### src/design/cfc_pkg.sv
// Package for the CAN fault-confinement block: constants and carriers.
// Functional notes
// (RQ1) Count 96 or more sets warning bit; code 00 below 96, 01 to 127.
// (RQ2) Count 128 or more means error passive; code reads 11.
// (RQ3) Transmit count reaching 256 gives bus-off; counter never shows 256.
// (RQ4) Active node sends dominant flag; passive sends recessive plus suspend.
// (RQ5) Bus-off: no storing, but timestamp, receive count and valid go on.
// (RQ6) A +8 at transmit count 248..255 gives bus-off without incrementing.
// (RQ7) Receiver error adds 1 unless priority set or own active flag.
// (RQ8) Receiver seeing dominant after error flag adds 8.
// (RQ9) Transmitter sending error flag adds 8, except two listed cases.
// (RQ10) Bit error in own active or overload flag adds 8 by role.
// (RQ11) Long dominant runs after flags add 8 to the current role counter.
// (RQ12) Good transmission decrements transmit count, stopping at zero.
// (RQ13) Good reception decrements 1..127, or loads 119..126 with priority.
// (RQ14) Flag kind uses counts before the error; increment after flag sent.
// (RQ15) Bit error in intermission requests an overload frame.
// (RQ16) In bus-off the transmit pin stays recessive.
// (RQ17) Initialization request is taken at once; mode field reads 000.
// (RQ18) After bus-off, operation request waits for 128 recessive runs of 11.
// (RQ19) Re-entering initialization restarts the recessive run count.
// (RQ20) Sleep allowed in bus-off; leaving sleep starts recovery directly.
// (RQ21) Clear-counters with operation request skips recovery; join after 11.
// (RQ22) Clear-counters in initialization resets counters and state; self-clears.
// (RQ23) Recessive run detector restarts on dominant, counts at sample points.
package cfc_pkg;

	localparam logic [7:0] CFC_OFS_CTRL = 8'h00;
	localparam logic [7:0] CFC_OFS_ERRCNT = 8'h04;
	localparam logic [7:0] CFC_OFS_INFO = 8'h08;

	localparam int CFC_CTRL_MODE_LSB = 0;
	localparam int CFC_CTRL_GOM = 3;
	localparam int CFC_CTRL_CLEAR_COUNTERS_BIT = 4;
	localparam int CFC_CTRL_RX_ERROR_PRIORITY_SETTING = 5;
	localparam int CFC_CTRL_PS_LSB = 6;
	localparam int CFC_CTRL_PEND = 8;
	localparam int CFC_ERR_REC_LSB = 8;
	localparam int CFC_ERR_RPASS = 15;

	localparam logic [2:0] CFC_MODE_INIT = 3'h0;
	localparam logic [1:0] CFC_PS_NONE = 2'h0;
	localparam logic [7:0] CFC_WARN_LVL = 8'h60;
	localparam logic [7:0] CFC_PASS_LVL = 8'h80;
	localparam logic [7:0] CFC_BUS_OFF_FLAG_LVL = 8'hf8;
	localparam logic [7:0] CFC_REC_MAX = 8'h7f;
	localparam logic [7:0] CFC_RX_ERROR_PRIORITY_SETTING_LOAD = 8'h77;
	localparam logic [7:0] CFC_INC_BIG = 8'h08;
	localparam logic [7:0] CFC_INC_ONE = 8'h01;
	localparam logic [3:0] CFC_RUN_LEN = 4'hb;
	localparam logic [7:0] CFC_RUN_LAST = 8'h7f;

	typedef enum logic [1:0]
	{
		CFC_ST_INIT = 2'b00,
		CFC_ST_RECOVER = 2'b01,
		CFC_ST_OP = 2'b11,
		CFC_ST_JOIN = 2'b10
	} cfc_state_t;

	// Event pulses and levels from the protocol engine; each pulse lasts one clock cycle.
	typedef struct packed
	{
		logic sample_point;
		logic rx_bit;
		logic tx_bit;
		logic role_tx;
		logic err_rx;
		logic err_rx_dom_after_flag;
		logic err_tx_flag;
		logic exc_ack_passive;
		logic exc_stuff_arb;
		logic bit_err_active_flag;
		logic dom_seq_long;
		logic flag_done;
		logic tx_ok;
		logic rx_ok;
		logic bit_err_intermission;
		logic frame_valid;
		logic timestamp_toggle;
	} cfc_core_in_t;

	typedef struct packed
	{
		logic can_transmit_pin;
		logic error_flag_passive;
		logic overload_request;
		logic suspend_required;
		logic store_enable;
		logic frame_valid;
		logic timestamp_toggle_output;
		logic bus_off_flag;
	} cfc_core_out_t;

endpackage

### src/design/cfc_fault_confinement.sv
// CAN fault confinement: error counters, error states, bus-off recovery, APB.
`timescale 1ns/1ns
module cfc_fault_confinement
(
	input  wire logic                  pclk,
	input  wire logic                  presetn,
	input  wire logic                  psel,
	input  wire logic                  penable,
	input  wire logic                  pwrite,
	input  wire logic [7:0]            paddr,
	input  wire logic [31:0]           pwdata,
	output logic [31:0]                prdata,
	output logic                       pready,
	output logic                       pslverr,
	input  wire cfc_pkg::cfc_core_in_t core_in,
	output cfc_pkg::cfc_core_out_t     core_out
);
	import cfc_pkg::*;

	cfc_state_t    state_reg;
	logic [2:0]    mode_reg;
	logic [2:0]    pend_mode_reg;
	logic          gom_reg;
	logic          rx_error_priority_setting_reg;
	logic [1:0]    ps_reg;
	logic [7:0]    tx_error_count;
	logic [7:0]    rx_error_count;
	logic          bus_off_flag;
	logic [3:0]    run_cnt_reg;
	logic          run_done;
	logic          pend_tx8_reg;
	logic          pend_rx1_reg;
	logic          pend_rx8_reg;
	logic          access;
	logic          wr_ctrl;
	logic [2:0]    req_mode;
	logic [1:0]    req_ps;
	logic          req_clear_counters_bit;
	logic          init_refused;
	logic          sleep_exit;
	logic          recovery_done;
	logic          counting;
	logic          tx_add8;
	logic          rx_add8;
	logic          rx_add1;
	logic          tx_evt;
	logic          rx1_evt;
	logic          rx8_evt;
	logic          passive_now;
	logic [1:0]    tx_code;
	logic [1:0]    rx_code;
	logic [31:0]   rd_next;
	logic          addr_ok;

	// Two-bit status code: {passive, warning}.
	function automatic logic [1:0] err_code(input logic [7:0] cnt);
		err_code = {cnt >= CFC_PASS_LVL, cnt >= CFC_WARN_LVL};
	endfunction

	function automatic logic [7:0] sat_add(input logic [7:0] v,
		input logic [7:0] a);
		logic [8:0] s;
		s = {1'b0, v} + {1'b0, a};
		sat_add = s[8] ? 8'hff : s[7:0];
	endfunction

	assign access = psel & penable & ~pready;
	assign wr_ctrl = access & pwrite & (paddr == CFC_OFS_CTRL);
	assign req_mode = pwdata[CFC_CTRL_MODE_LSB +: 3];
	assign req_ps = pwdata[CFC_CTRL_PS_LSB +: 2];
	assign req_clear_counters_bit = pwdata[CFC_CTRL_CLEAR_COUNTERS_BIT];
	assign addr_ok = (paddr == CFC_OFS_CTRL) | (paddr == CFC_OFS_ERRCNT)
		| (paddr == CFC_OFS_INFO);

	// Outside recovery, a mode write of init with GOM kept set is not taken while a power-save mode is selected and the same write keeps one selected.
	assign init_refused = (ps_reg != CFC_PS_NONE) & (req_ps != CFC_PS_NONE); // RQ20

	// Leaving sleep in bus-off, by software or a dominant bus bit.
	assign sleep_exit = bus_off_flag & (ps_reg != CFC_PS_NONE)
		& (state_reg == CFC_ST_OP)
		& ((wr_ctrl & (req_ps == CFC_PS_NONE))
		| (core_in.sample_point & ~core_in.rx_bit)); // RQ20

	assign recovery_done = (state_reg == CFC_ST_RECOVER) & run_done
		& (rx_error_count == CFC_RUN_LAST); // RQ18

	assign counting = (state_reg == CFC_ST_OP) | (state_reg == CFC_ST_JOIN);

	// Recessive run detector; the count restarts on any dominant sample.
	always_ff @(posedge pclk or negedge presetn)
	begin
		if (!presetn)
			run_cnt_reg <= 4'h0;
		else if (state_reg == CFC_ST_INIT && wr_ctrl)
			run_cnt_reg <= 4'h0; // RQ19
		else if (core_in.sample_point)
		begin
			if (!core_in.rx_bit || run_done)
				run_cnt_reg <= 4'h0; // RQ23
			else
				run_cnt_reg <= run_cnt_reg + 4'h1; // RQ23
		end
	end

	assign run_done = core_in.sample_point & core_in.rx_bit
		& (run_cnt_reg == CFC_RUN_LEN - 4'h1); // RQ23

	// Software settings held in the control register.
	always_ff @(posedge pclk or negedge presetn)
	begin
		if (!presetn)
		begin
			gom_reg <= 1'b0;
			rx_error_priority_setting_reg <= 1'b0;
			ps_reg <= CFC_PS_NONE;
		end
		else if (wr_ctrl)
		begin
			gom_reg <= pwdata[CFC_CTRL_GOM];
			rx_error_priority_setting_reg <= pwdata[CFC_CTRL_RX_ERROR_PRIORITY_SETTING];
			ps_reg <= req_ps;
		end
	end

	// Operating mode sequencing and bus-off recovery.
	always_ff @(posedge pclk or negedge presetn)
	begin
		if (!presetn)
		begin
			state_reg <= CFC_ST_INIT;
			mode_reg <= CFC_MODE_INIT;
			pend_mode_reg <= CFC_MODE_INIT;
		end
		else if (!gom_reg && state_reg != CFC_ST_INIT)
		begin
			state_reg <= CFC_ST_INIT;
			mode_reg <= CFC_MODE_INIT;
		end
		else
		begin
			unique case (state_reg)
				CFC_ST_INIT:
					if (wr_ctrl && pwdata[CFC_CTRL_GOM]
						&& req_mode != CFC_MODE_INIT)
					begin
						if (bus_off_flag && !req_clear_counters_bit)
						begin
							state_reg <= CFC_ST_RECOVER; // RQ18
							pend_mode_reg <= req_mode;
						end
						else if (bus_off_flag)
						begin
							state_reg <= CFC_ST_JOIN; // RQ21
							mode_reg <= req_mode;
						end
						else
						begin
							state_reg <= CFC_ST_OP;
							mode_reg <= req_mode;
						end
					end
				CFC_ST_RECOVER:
					if (wr_ctrl && req_mode == CFC_MODE_INIT)
						state_reg <= CFC_ST_INIT; // RQ19
					else if (recovery_done)
					begin
						state_reg <= CFC_ST_OP; // RQ18
						mode_reg <= pend_mode_reg;
					end
				CFC_ST_JOIN:
					if (wr_ctrl && req_mode == CFC_MODE_INIT && !init_refused)
					begin
						state_reg <= CFC_ST_INIT; // RQ17
						mode_reg <= CFC_MODE_INIT;
					end
					else if (run_done)
						state_reg <= CFC_ST_OP; // RQ21
				CFC_ST_OP:
					if (sleep_exit)
					begin
						state_reg <= CFC_ST_RECOVER; // RQ20
						pend_mode_reg <= mode_reg;
					end
					else if (wr_ctrl && req_mode == CFC_MODE_INIT
						&& !init_refused)
					begin
						state_reg <= CFC_ST_INIT; // RQ17
						mode_reg <= CFC_MODE_INIT;
					end
			endcase
		end
	end

	// Counter steps decided at the error are held until the flag is out.
	assign tx_evt = counting & ((core_in.err_tx_flag & ~core_in.exc_ack_passive
		& ~core_in.exc_stuff_arb)
		| (core_in.bit_err_active_flag & core_in.role_tx)); // RQ9 RQ10
	assign rx1_evt = counting & core_in.err_rx & ~rx_error_priority_setting_reg; // RQ7
	assign rx8_evt = counting & core_in.bit_err_active_flag
		& ~core_in.role_tx & ~rx_error_priority_setting_reg; // RQ10

	// A new event in the release cycle stays pending for the next flag.
	always_ff @(posedge pclk or negedge presetn)
	begin
		if (!presetn)
		begin
			pend_tx8_reg <= 1'b0;
			pend_rx1_reg <= 1'b0;
			pend_rx8_reg <= 1'b0;
		end
		else
		begin
			pend_tx8_reg <= tx_evt | (pend_tx8_reg & ~core_in.flag_done); // RQ14
			pend_rx1_reg <= rx1_evt | (pend_rx1_reg & ~core_in.flag_done); // RQ14
			pend_rx8_reg <= rx8_evt | (pend_rx8_reg & ~core_in.flag_done); // RQ14
		end
	end

	assign tx_add8 = counting & ((pend_tx8_reg & core_in.flag_done)
		| (core_in.dom_seq_long & core_in.role_tx)); // RQ11
	assign rx_add8 = counting & ~rx_error_priority_setting_reg
		& ((pend_rx8_reg & core_in.flag_done)
		| core_in.err_rx_dom_after_flag // RQ8
		| (core_in.dom_seq_long & ~core_in.role_tx)); // RQ11
	assign rx_add1 = pend_rx1_reg & core_in.flag_done & counting;

	// Error counters and bus-off flag.
	always_ff @(posedge pclk or negedge presetn)
	begin
		if (!presetn)
		begin
			tx_error_count <= 8'h00;
			rx_error_count <= 8'h00;
			bus_off_flag <= 1'b0;
		end
		else if (state_reg == CFC_ST_INIT && wr_ctrl && req_clear_counters_bit)
		begin
			tx_error_count <= 8'h00; // RQ22
			rx_error_count <= 8'h00; // RQ22
			bus_off_flag <= 1'b0; // RQ22
		end
		else if (state_reg == CFC_ST_INIT && wr_ctrl && bus_off_flag
			&& pwdata[CFC_CTRL_GOM] && req_mode != CFC_MODE_INIT)
			rx_error_count <= 8'h00; // RQ19
		else if (sleep_exit)
			rx_error_count <= 8'h00; // RQ20
		else if (state_reg == CFC_ST_RECOVER)
		begin
			if (recovery_done)
			begin
				tx_error_count <= 8'h00; // RQ18
				rx_error_count <= 8'h00;
				bus_off_flag <= 1'b0;
			end
			else if (run_done)
				rx_error_count <= rx_error_count + CFC_INC_ONE; // RQ18
		end
		else if (counting)
		begin
			// The transmit count is frozen while bus-off holds it invalid.
			if (tx_add8 && !bus_off_flag)
			begin
				if (tx_error_count >= CFC_BUS_OFF_FLAG_LVL)
					bus_off_flag <= 1'b1; // RQ3 RQ6
				else
					tx_error_count <= tx_error_count + CFC_INC_BIG; // RQ9
			end
			else if (core_in.tx_ok && !bus_off_flag
				&& tx_error_count != 8'h00)
				tx_error_count <= tx_error_count - CFC_INC_ONE; // RQ12
			if (rx_add8)
				rx_error_count <= sat_add(rx_error_count, CFC_INC_BIG); // RQ5
			else if (rx_add1)
				rx_error_count <= sat_add(rx_error_count, CFC_INC_ONE); // RQ7
			else if (core_in.rx_ok)
			begin
				if (rx_error_priority_setting_reg || rx_error_count > CFC_REC_MAX)
					rx_error_count <= CFC_RX_ERROR_PRIORITY_SETTING_LOAD; // RQ13
				else if (rx_error_count != 8'h00)
					rx_error_count <= rx_error_count - CFC_INC_ONE; // RQ13
			end
		end
	end

	assign passive_now = (tx_error_count >= CFC_PASS_LVL)
		| (rx_error_count >= CFC_PASS_LVL);
	assign tx_code = bus_off_flag ? 2'h3 : err_code(tx_error_count); // RQ1 RQ2
	assign rx_code = err_code(rx_error_count); // RQ1 RQ2

	// Protocol-facing outputs, all registered.
	always_ff @(posedge pclk or negedge presetn)
	begin
		if (!presetn)
			core_out <= '{can_transmit_pin: 1'b1, default: 1'b0};
		else
		begin
			core_out.can_transmit_pin <= (bus_off_flag
				|| state_reg != CFC_ST_OP) ? 1'b1 : core_in.tx_bit; // RQ16
			// Sampled from the counts as they stand before this error.
			if (tx_evt || rx1_evt || rx8_evt || core_in.err_rx
				|| core_in.err_tx_flag)
				core_out.error_flag_passive <= passive_now; // RQ4 RQ14
			core_out.overload_request <= core_in.bit_err_intermission
				& counting; // RQ15
			core_out.suspend_required <= passive_now & ~bus_off_flag; // RQ4
			core_out.store_enable <= counting & ~bus_off_flag; // RQ5
			core_out.frame_valid <= core_in.frame_valid; // RQ5
			core_out.timestamp_toggle_output <= core_in.timestamp_toggle; // RQ5
			core_out.bus_off_flag <= bus_off_flag; // RQ3
		end
	end

	always_comb
	begin
		rd_next = 32'h0000_0000;
		unique case (paddr)
			CFC_OFS_CTRL:
			begin
				// Mode field shows init until a pending request completes.
				rd_next[CFC_CTRL_MODE_LSB +: 3] = (state_reg == CFC_ST_INIT
					|| state_reg == CFC_ST_RECOVER) ? CFC_MODE_INIT
					: mode_reg; // RQ17
				rd_next[CFC_CTRL_GOM] = gom_reg;
				rd_next[CFC_CTRL_RX_ERROR_PRIORITY_SETTING] = rx_error_priority_setting_reg;
				rd_next[CFC_CTRL_PS_LSB +: 2] = ps_reg;
				rd_next[CFC_CTRL_PEND] = state_reg == CFC_ST_RECOVER;
			end
			CFC_OFS_ERRCNT:
			begin
				rd_next[7:0] = tx_error_count;
				rd_next[CFC_ERR_REC_LSB +: 7] = rx_error_count[6:0];
				rd_next[CFC_ERR_RPASS] = rx_error_count >= CFC_PASS_LVL;
			end
			CFC_OFS_INFO:
				rd_next[4:0] = {bus_off_flag, tx_code, rx_code};
			default:
				rd_next = 32'h0000_0000;
		endcase
	end

	// APB slave with one wait state; unmapped addresses answer with pslverr.
	always_ff @(posedge pclk or negedge presetn)
	begin
		if (!presetn)
		begin
			pready <= 1'b0;
			pslverr <= 1'b0;
			prdata <= 32'h0000_0000;
		end
		else
		begin
			pready <= psel & penable & ~pready;
			pslverr <= access & ~addr_ok;
			prdata <= (access && !pwrite) ? rd_next : 32'h0000_0000;
		end
	end

endmodule

### config.mk
export PLATFORM = sky130hd
export DESIGN_NAME = cfc_fault_confinement
export DESIGN_NICKNAME = d
export VERILOG_FILES = /design/src/design/cfc_pkg.sv /design/src/design/cfc_fault_confinement.sv
export SDC_FILE = /design/constraint.sdc
export NUM_CORES = 1
export LEC_CHECK = 0
export ABC_AREA = 0
export BUFFER_PORTS_ARGS = -buffer_cell sky130_fd_sc_hd__buf_2
export CORE_MARGIN = 2
export CORE_UTILIZATION = 40
export DETAILED_ROUTE_END_ITERATION = 7
export PLACE_DENSITY_LB_ADDON = 0.3
export REMOVE_ABC_BUFFERS = 1
export SLEW_MARGIN = 40
export SYNTH_ARGS = -nofsm -noshare
export SYNTH_HDL_FRONTEND = slang
export SYNTH_SLANG_ARGS = --single-unit
### constraint.sdc
create_clock -name pclk -period 2.6 [get_ports pclk]
set_clock_uncertainty 0.05 [all_clocks]
set_input_delay 0.39 -clock pclk [delete_from_list [all_inputs] [get_ports pclk]]
set_output_delay 0.39 -clock pclk [all_outputs]
set_load 0.1 [all_outputs]
# Word-level counts from Yosys, hierarchy flattened
# Index checks and enable logic that the tools add are counted.
# totals
ff_bits,62
latchBits,0
ram_bits,0
mem_bits_ro,0
input_bits,62
wordCells,241
memories,0
# classes
addsub,7
multipliers,0
div,0
n_lt_le_gt_ge,6
eq_ne,24
shift,0
mux,65
n_bitwise,61
n_reduce_logical,54
# op_table
cell,n
$mux 8,23
$and 1x1->1,39
$mux 3,11
$ge 8x8->1 const B,3
$reduce_bool 8->1,3
$mux 2,10
$ge 8x7->1 const B,2
$mux 16,1
$sub 8x1->8 const B,2
$logic_and 1x1->1,15
$ne 3x3->1 const B,5
$mux 4,3
$or 1x1->1,12
$pmux 3 s4,1
$pmux 4 s3,1
$reduce_and 6->1,2
$reduce_bool 3->1,4
$mux 1,10
$ne 2x2->1 const B,5
$not 1->1,10
$reduce_and 5->1,2
$reduce_bool 2->1,5
$add 8x1->9 const B,1
$add 8x4->9 const B,1
other kinds (29),46

# Longest topological paths before layout
# logic_depth
ltp_word,11
depth_mapped,9
depth_no_buf,8

# Worst setup path after synthesis
# No wires, ideal clock.
# synth_timing
path_kind,register -> register
startpoint,register pready
endpoint,register tx_error_count[6]
setup_time_ps,77
arrival_time_ps,2493
required_ps,2473
path_slack_ps,-20
path_stages_with_launch,9
synth_period_minus_slack_ps,2620
cell_sequence,dfrtp_1 -> nand3b_1 -> inv_1 -> nand4_2 -> o22a_1 -> nand3_2 -> buf_6 -> or4_1 -> a21oi_1
# synth_via
elab_chain_cells,10
elab_cells_between_ends,20
# synth_lines
item,line_no,rtl
from (decl),cfc_fault_confinement.sv:13,"output logic pready,"
from (signal assigned),cfc_fault_confinement.sv:352,pready <= psel & penable & ~pready;
$not 1->1 (*),cfc_fault_confinement.sv:67,assign access = psel & penable & ~pready;
$and 1x1->1 (*),cfc_fault_confinement.sv:67,
named net access,cfc_fault_confinement.sv:34,logic access;
$and 1x1->1 (*) (2 in series),cfc_fault_confinement.sv:68,assign wr_ctrl = access & pwrite & (paddr == CFC_OFS_CTRL);
branches (longest 6 deep; another with $reduce_and 6->1),--,
to (signal assigned),cfc_fault_confinement.sv:266,tx_error_count <= tx_error_count + CFC_INC_BIG;
to (signal assigned),cfc_fault_confinement.sv:270,tx_error_count <= tx_error_count - CFC_INC_ONE;
to (decl),cfc_fault_confinement.sv:26,logic [7:0] tx_error_count;
# Mark *: on every way through the listed nets, which the timed path passes.
# A chain may end at the register's enable or synchronous reset.

# Worst setup path in the final report
# layout_timing
startpoint,register rx_error_count[5]
endpoint,register rx_error_count[7]
# layout_via
elab_chain_cells,11
elab_cells_between_ends,26
# layout_lines
item,line_no,rtl
from (decl),cfc_fault_confinement.sv:27,logic [7:0] rx_error_count;
from (signal assigned),cfc_fault_confinement.sv:256,rx_error_count <= rx_error_count + CFC_INC_ONE;
from (signal assigned),cfc_fault_confinement.sv:272,"rx_error_count <= sat_add(rx_error_count, CFC_INC_BIG);"
from (signal assigned),cfc_fault_confinement.sv:274,"rx_error_count <= sat_add(rx_error_count, CFC_INC_ONE);"
$sub 8x1->8 or $gt 8x7->1 (tied branches),"cfc_fault_confinement.sv:280, cfc_fault_confinement.sv:277",
$mux 8 or $logic_or 1x1->1 (tied branches),"cfc_fault_confinement.sv:279, cfc_fault_confinement.sv:277",
$mux 8,cfc_fault_confinement.sv:277,if (rx_error_priority_setting_reg || rx_error_count > CFC_REC_MAX)
$mux 8,cfc_fault_confinement.sv:275,else if (core_in.rx_ok)
$mux 8,cfc_fault_confinement.sv:273,else if (rx_add1)
$mux 8,cfc_fault_confinement.sv:271,if (rx_add8)
$mux 8,cfc_fault_confinement.sv:258,else if (counting)
$mux 8,cfc_fault_confinement.sv:247,else if (state_reg == CFC_ST_RECOVER)
$mux 8,cfc_fault_confinement.sv:245,else if (sleep_exit)
$mux 8,cfc_fault_confinement.sv:242,else if (state_reg == CFC_ST_INIT && wr_ctrl && bus_off_flag
$mux 8,cfc_fault_confinement.sv:236,else if (state_reg == CFC_ST_INIT && wr_ctrl && req_clear_counters_bit)
# Parallel ways exist; a longest one is shown, timed or not. The select of a mux whose other input is x is not followed.

==> flow_metrics.py <==
metrics = {
    "route": {
        "firstDrtPassIters": 4,
        "route.final.wire_length_mm": 11.0,
        "drc": 0,
        "ant_nets": 0,
        "dr.first_iter.drc_count": 297,
        "route.vias.total": 3840,
        "route.detailed.vias_per_inst": 5.61,
        "routed_len_inst_um": 16.1,
    },
    "synth": {
        "synth-xor-area-share_pct": 1.30,
        "post_synth_main_area_contributors": "dfrtp_1 38%, a21oi_1 4.6%, nor2_1 4.5%, buf_4 3.5%, ha_1 3.4%",
        "synth_mux_area_share_pct": 3.16,
        "area_leader_netlist": "dfrtp_1",
        "synthSimpleGateAreaFrac_pct": 26.5,
        "average_footprint_of_a_synthesized_cell_um2": 8.74,
        "synth_enable_flop_cells": 0,
        "yosys.area.top_type_share_pct": 37.8,
        "synth_async_sr_flop_share_pct": 100,
        "netlist_instances": 462,
        "dominant_combinational_cell_family_by_area_after_synthesis": "simple AND/OR/NAND/NOR gates",
        "synthAdderAreaFrac_pct": 3.41,
        "synth_cell_types": 66,
        "yosys_most_used_dff": "dfrtp_1",
        "ys_ff_latch": 62,
        "yosysSeqAreaShare_pct": 38.4,
        "yosysWarnings": 0,
        "area_of_the_mapped_netlist_um2": 4040,
        "area_fraction_in_compound_gates_after_synthesis_pct": 19.9,
    },
    "sta": {
        "hold_violations": 13,
        "maxSlewHeadroom_pct": 62.8,
        "maxClockFrequency_mhz": 414,
        "unrepaired_setup_endpoints_after_global_routing": "false",
        "layout_min_cycle_time_ns": 2.42,
        "worst_hold_slack_ns": -0.0171,
        "setup_viol": 0,
        "post-route-period-util_pct": 93.0,
        "fin_ws_ns": 0.182,
        "worst_slew_pin_slew_ns": 0.558,
        "slew_viol_final": 0,
    },
    "critical_path": {
        "cp_data_arrival_time_ns": 2.60,
        "timing_worst_setup_path_type": "flip-flop to flip-flop",
        "end_kind": "flip-flop",
        "critPathRequiredTime_ns": 2.78,
        "worst-path-max-fanout": 11,
        "worst_setup_path_start_kind": "flip-flop",
    },
    "power": {
        "combPwrFrac_pct": 39.4,
        "pwr-share-seq_pct": 33.6,
        "power_density_nw_per_um2": 821,
        "p_int_w": 0.00243,
        "switchingPower_w": 0.00154,
        "total_leakage_power_nw": 2.29,
        "ir_worst_vdd_mv": 0.359,
        "share_of_total_power_consumed_by_net_switching_pct": 38.8,
        "clkPwrFrac_pct": 27.0,
    },
    "cells_and_area": {
        "synthToLayoutAreaGrowth_pct": 19.8,
        "layout.nets": 619,
        "largest_reg_flops": 16,
        "post_route_cells_drive_above_1_share_pct": 25.4,
        "finalInstanceArea_um2": 4840,
        "largest_register": "prdata",
        "most-common-layout-cells": "63 x buf_2, 61 x dfrtp_1, 48 x nor2_1",
        "mostFrequentLayoutCell": "buf_2",
        "diode_count": 0,
    },
    "clock_tree": {
        "cts_hold_buf": 0,
        "h-tree-depth": 3,
        "ctsRootBufferMaster": "clkbuf_8",
        "clkSinkCount": 62,
        "post_cts_resize_count": 0,
        "clock_tree_from_tritoncts": "done",
        "cts_setup_buffers": 0,
        "insertion_delay_ns": 0.34,
        "cts_max_path_buffers": 2,
        "cts.reportedPaths.clkPinSlew_ns": 0.08,
        "cts_inserted_buffers": 9,
    },
    "worst_hold_path": {
        "holdCritPathClass": "input pin to async pin",
    },
    "grt": {
        "track_usage_pct": 20.6,
        "grt_pass1_vias": 3712,
        "grt_antenna_before_repair": 0,
        "maximum_number_of_pins_on_one_net_before_global_route_repair": 27,
        "gr-total-overflow": 0,
        "first_pass_grt_wire_length_mm": 18.1,
    },
    "die": {
        "std_cell_rows": 36,
        "die_y_um": 104,
        "initial_utilization_pct": 41.3,
        "floorplan.core_area_um2": 9770,
        "floorplan.die.width_um": 104,
        "fp.dieArea_um2": 10900,
        "top_level_ports": 104,
    },
    "placed_design": {
        "dp.final_hpwl_mm": 8.44,
        "number_of_buffers_added_on_ports": 63,
        "pre_cts_slack_ns": 0.152,
        "gp_congestion": 0.913,
        "dpl_cell_area_um2": 4590,
    },
    "run_status": {
        "status": "finished with violations",
        "violations": "hold timing",
    },
    "flow_run": {
        "cap_viol_max_count": 0,
    },
}
==> final timing paths <==
kind                                    from                 to  slack, ns  cells after the start
setup / recovery           rx_error_count[5]  rx_error_count[7]       0.18                      8
max in group asynchronous            presetn          prdata[9]       1.79                      2
hold / removal                       presetn        core_out[5]      -0.02                      1
setup reg to reg           rx_error_count[5]  rx_error_count[7]       0.18                      8
hold reg to reg                  core_out[6]        core_out[6]       0.44                      1
min in group pclk                 core_in[0]        core_out[1]       0.12                      1
==> kinds of logic after synthesis <==
group / Yosys count
buffers and inverters: 55
muxes: 12
DFF: 62
and+or+nand+nor: 196
adders and majority gates: 11
other: 1
xor gates and xnor gates: 6
AOI/OAI and AO/OA: 119
==> worst max-delay path, stage by stage (launching register included) <==
cell      delay (ns)
dfrtp_1         0.49
buf_4           0.21
nor4_1          0.38
and3_1          0.22
o221ai_1        0.19
o31ai_2         0.26
buf_4           0.23
nor3_1          0.08
a22o_1          0.20
==> stage by stage <==
stage	util [%]	cells	setup TNS [ns]	power (W)	hold slack, ns
after detailed placement	47.0	668	0	0.00289	0.366
after floorplan	-	441	-0.293	0.00240	0.0444
after CTS	49.5	684	0	0.00396	0.00103
after global routing	49.5	684	0	0.00422	0.0255
final	49.5	684	0	0.00397	-0.0171
after global placement	47.0	668	0	0.00285	0.368
==> power by group through the flow <==
stage / Combinational, W / Sequential [W] / Clock (W)
floorplan: 0.000897 / 0.00150 / 0
global placement: 0.00151 / 0.00134 / 0
detailed placement: 0.00155 / 0.00135 / 0
CTS: 0.00155 / 0.00133 / 0.00108
global route: 0.00173 / 0.00136 / 0.00113
finish: 0.00157 / 0.00133 / 0.00107
==> Yosys cell counts, drive strengths merged (6+ instances only) <==
cell	number
or2	8
a21oi	37
or4	8
o2bb2ai	7
and3	17
nor2	48
o21ai	20
buf	25
mux2	6
nor3	14
nand4	8
clkbuf	11
ha	11
mux2i	6
dfrtp	61
inv	19
nor2b	8
and2	9
nand3b	8
o31ai	9
o211ai	6
nand3	11
nand2	36
==> layer usage <==
metal,vias to the layer above,part of all wire [%],wire (µm),track usage [%]
met2,190,46,5010,32.8
met4,0,2.6,282,8.78
met1,1804,45,4900,27.9
met3,27,7.3,801,3.01
met5,-,0,0,0
li1,1819,-,-,-
==> cell type report <==
cell class / instances / area, µm²
Tap cell: 133 / 166
Clock inverter: 3 / 90.1
Sequential cell: 62 / 1550
Inverter: 19 / 71.3
Timing Repair Buffer: 94 / 548
Multi-Input combinational cell: 360 / 2250
Clock buffer: 13 / 159
Fill cell: 956 / 4930
Note: power is estimated with default switching activity, not from simulation.
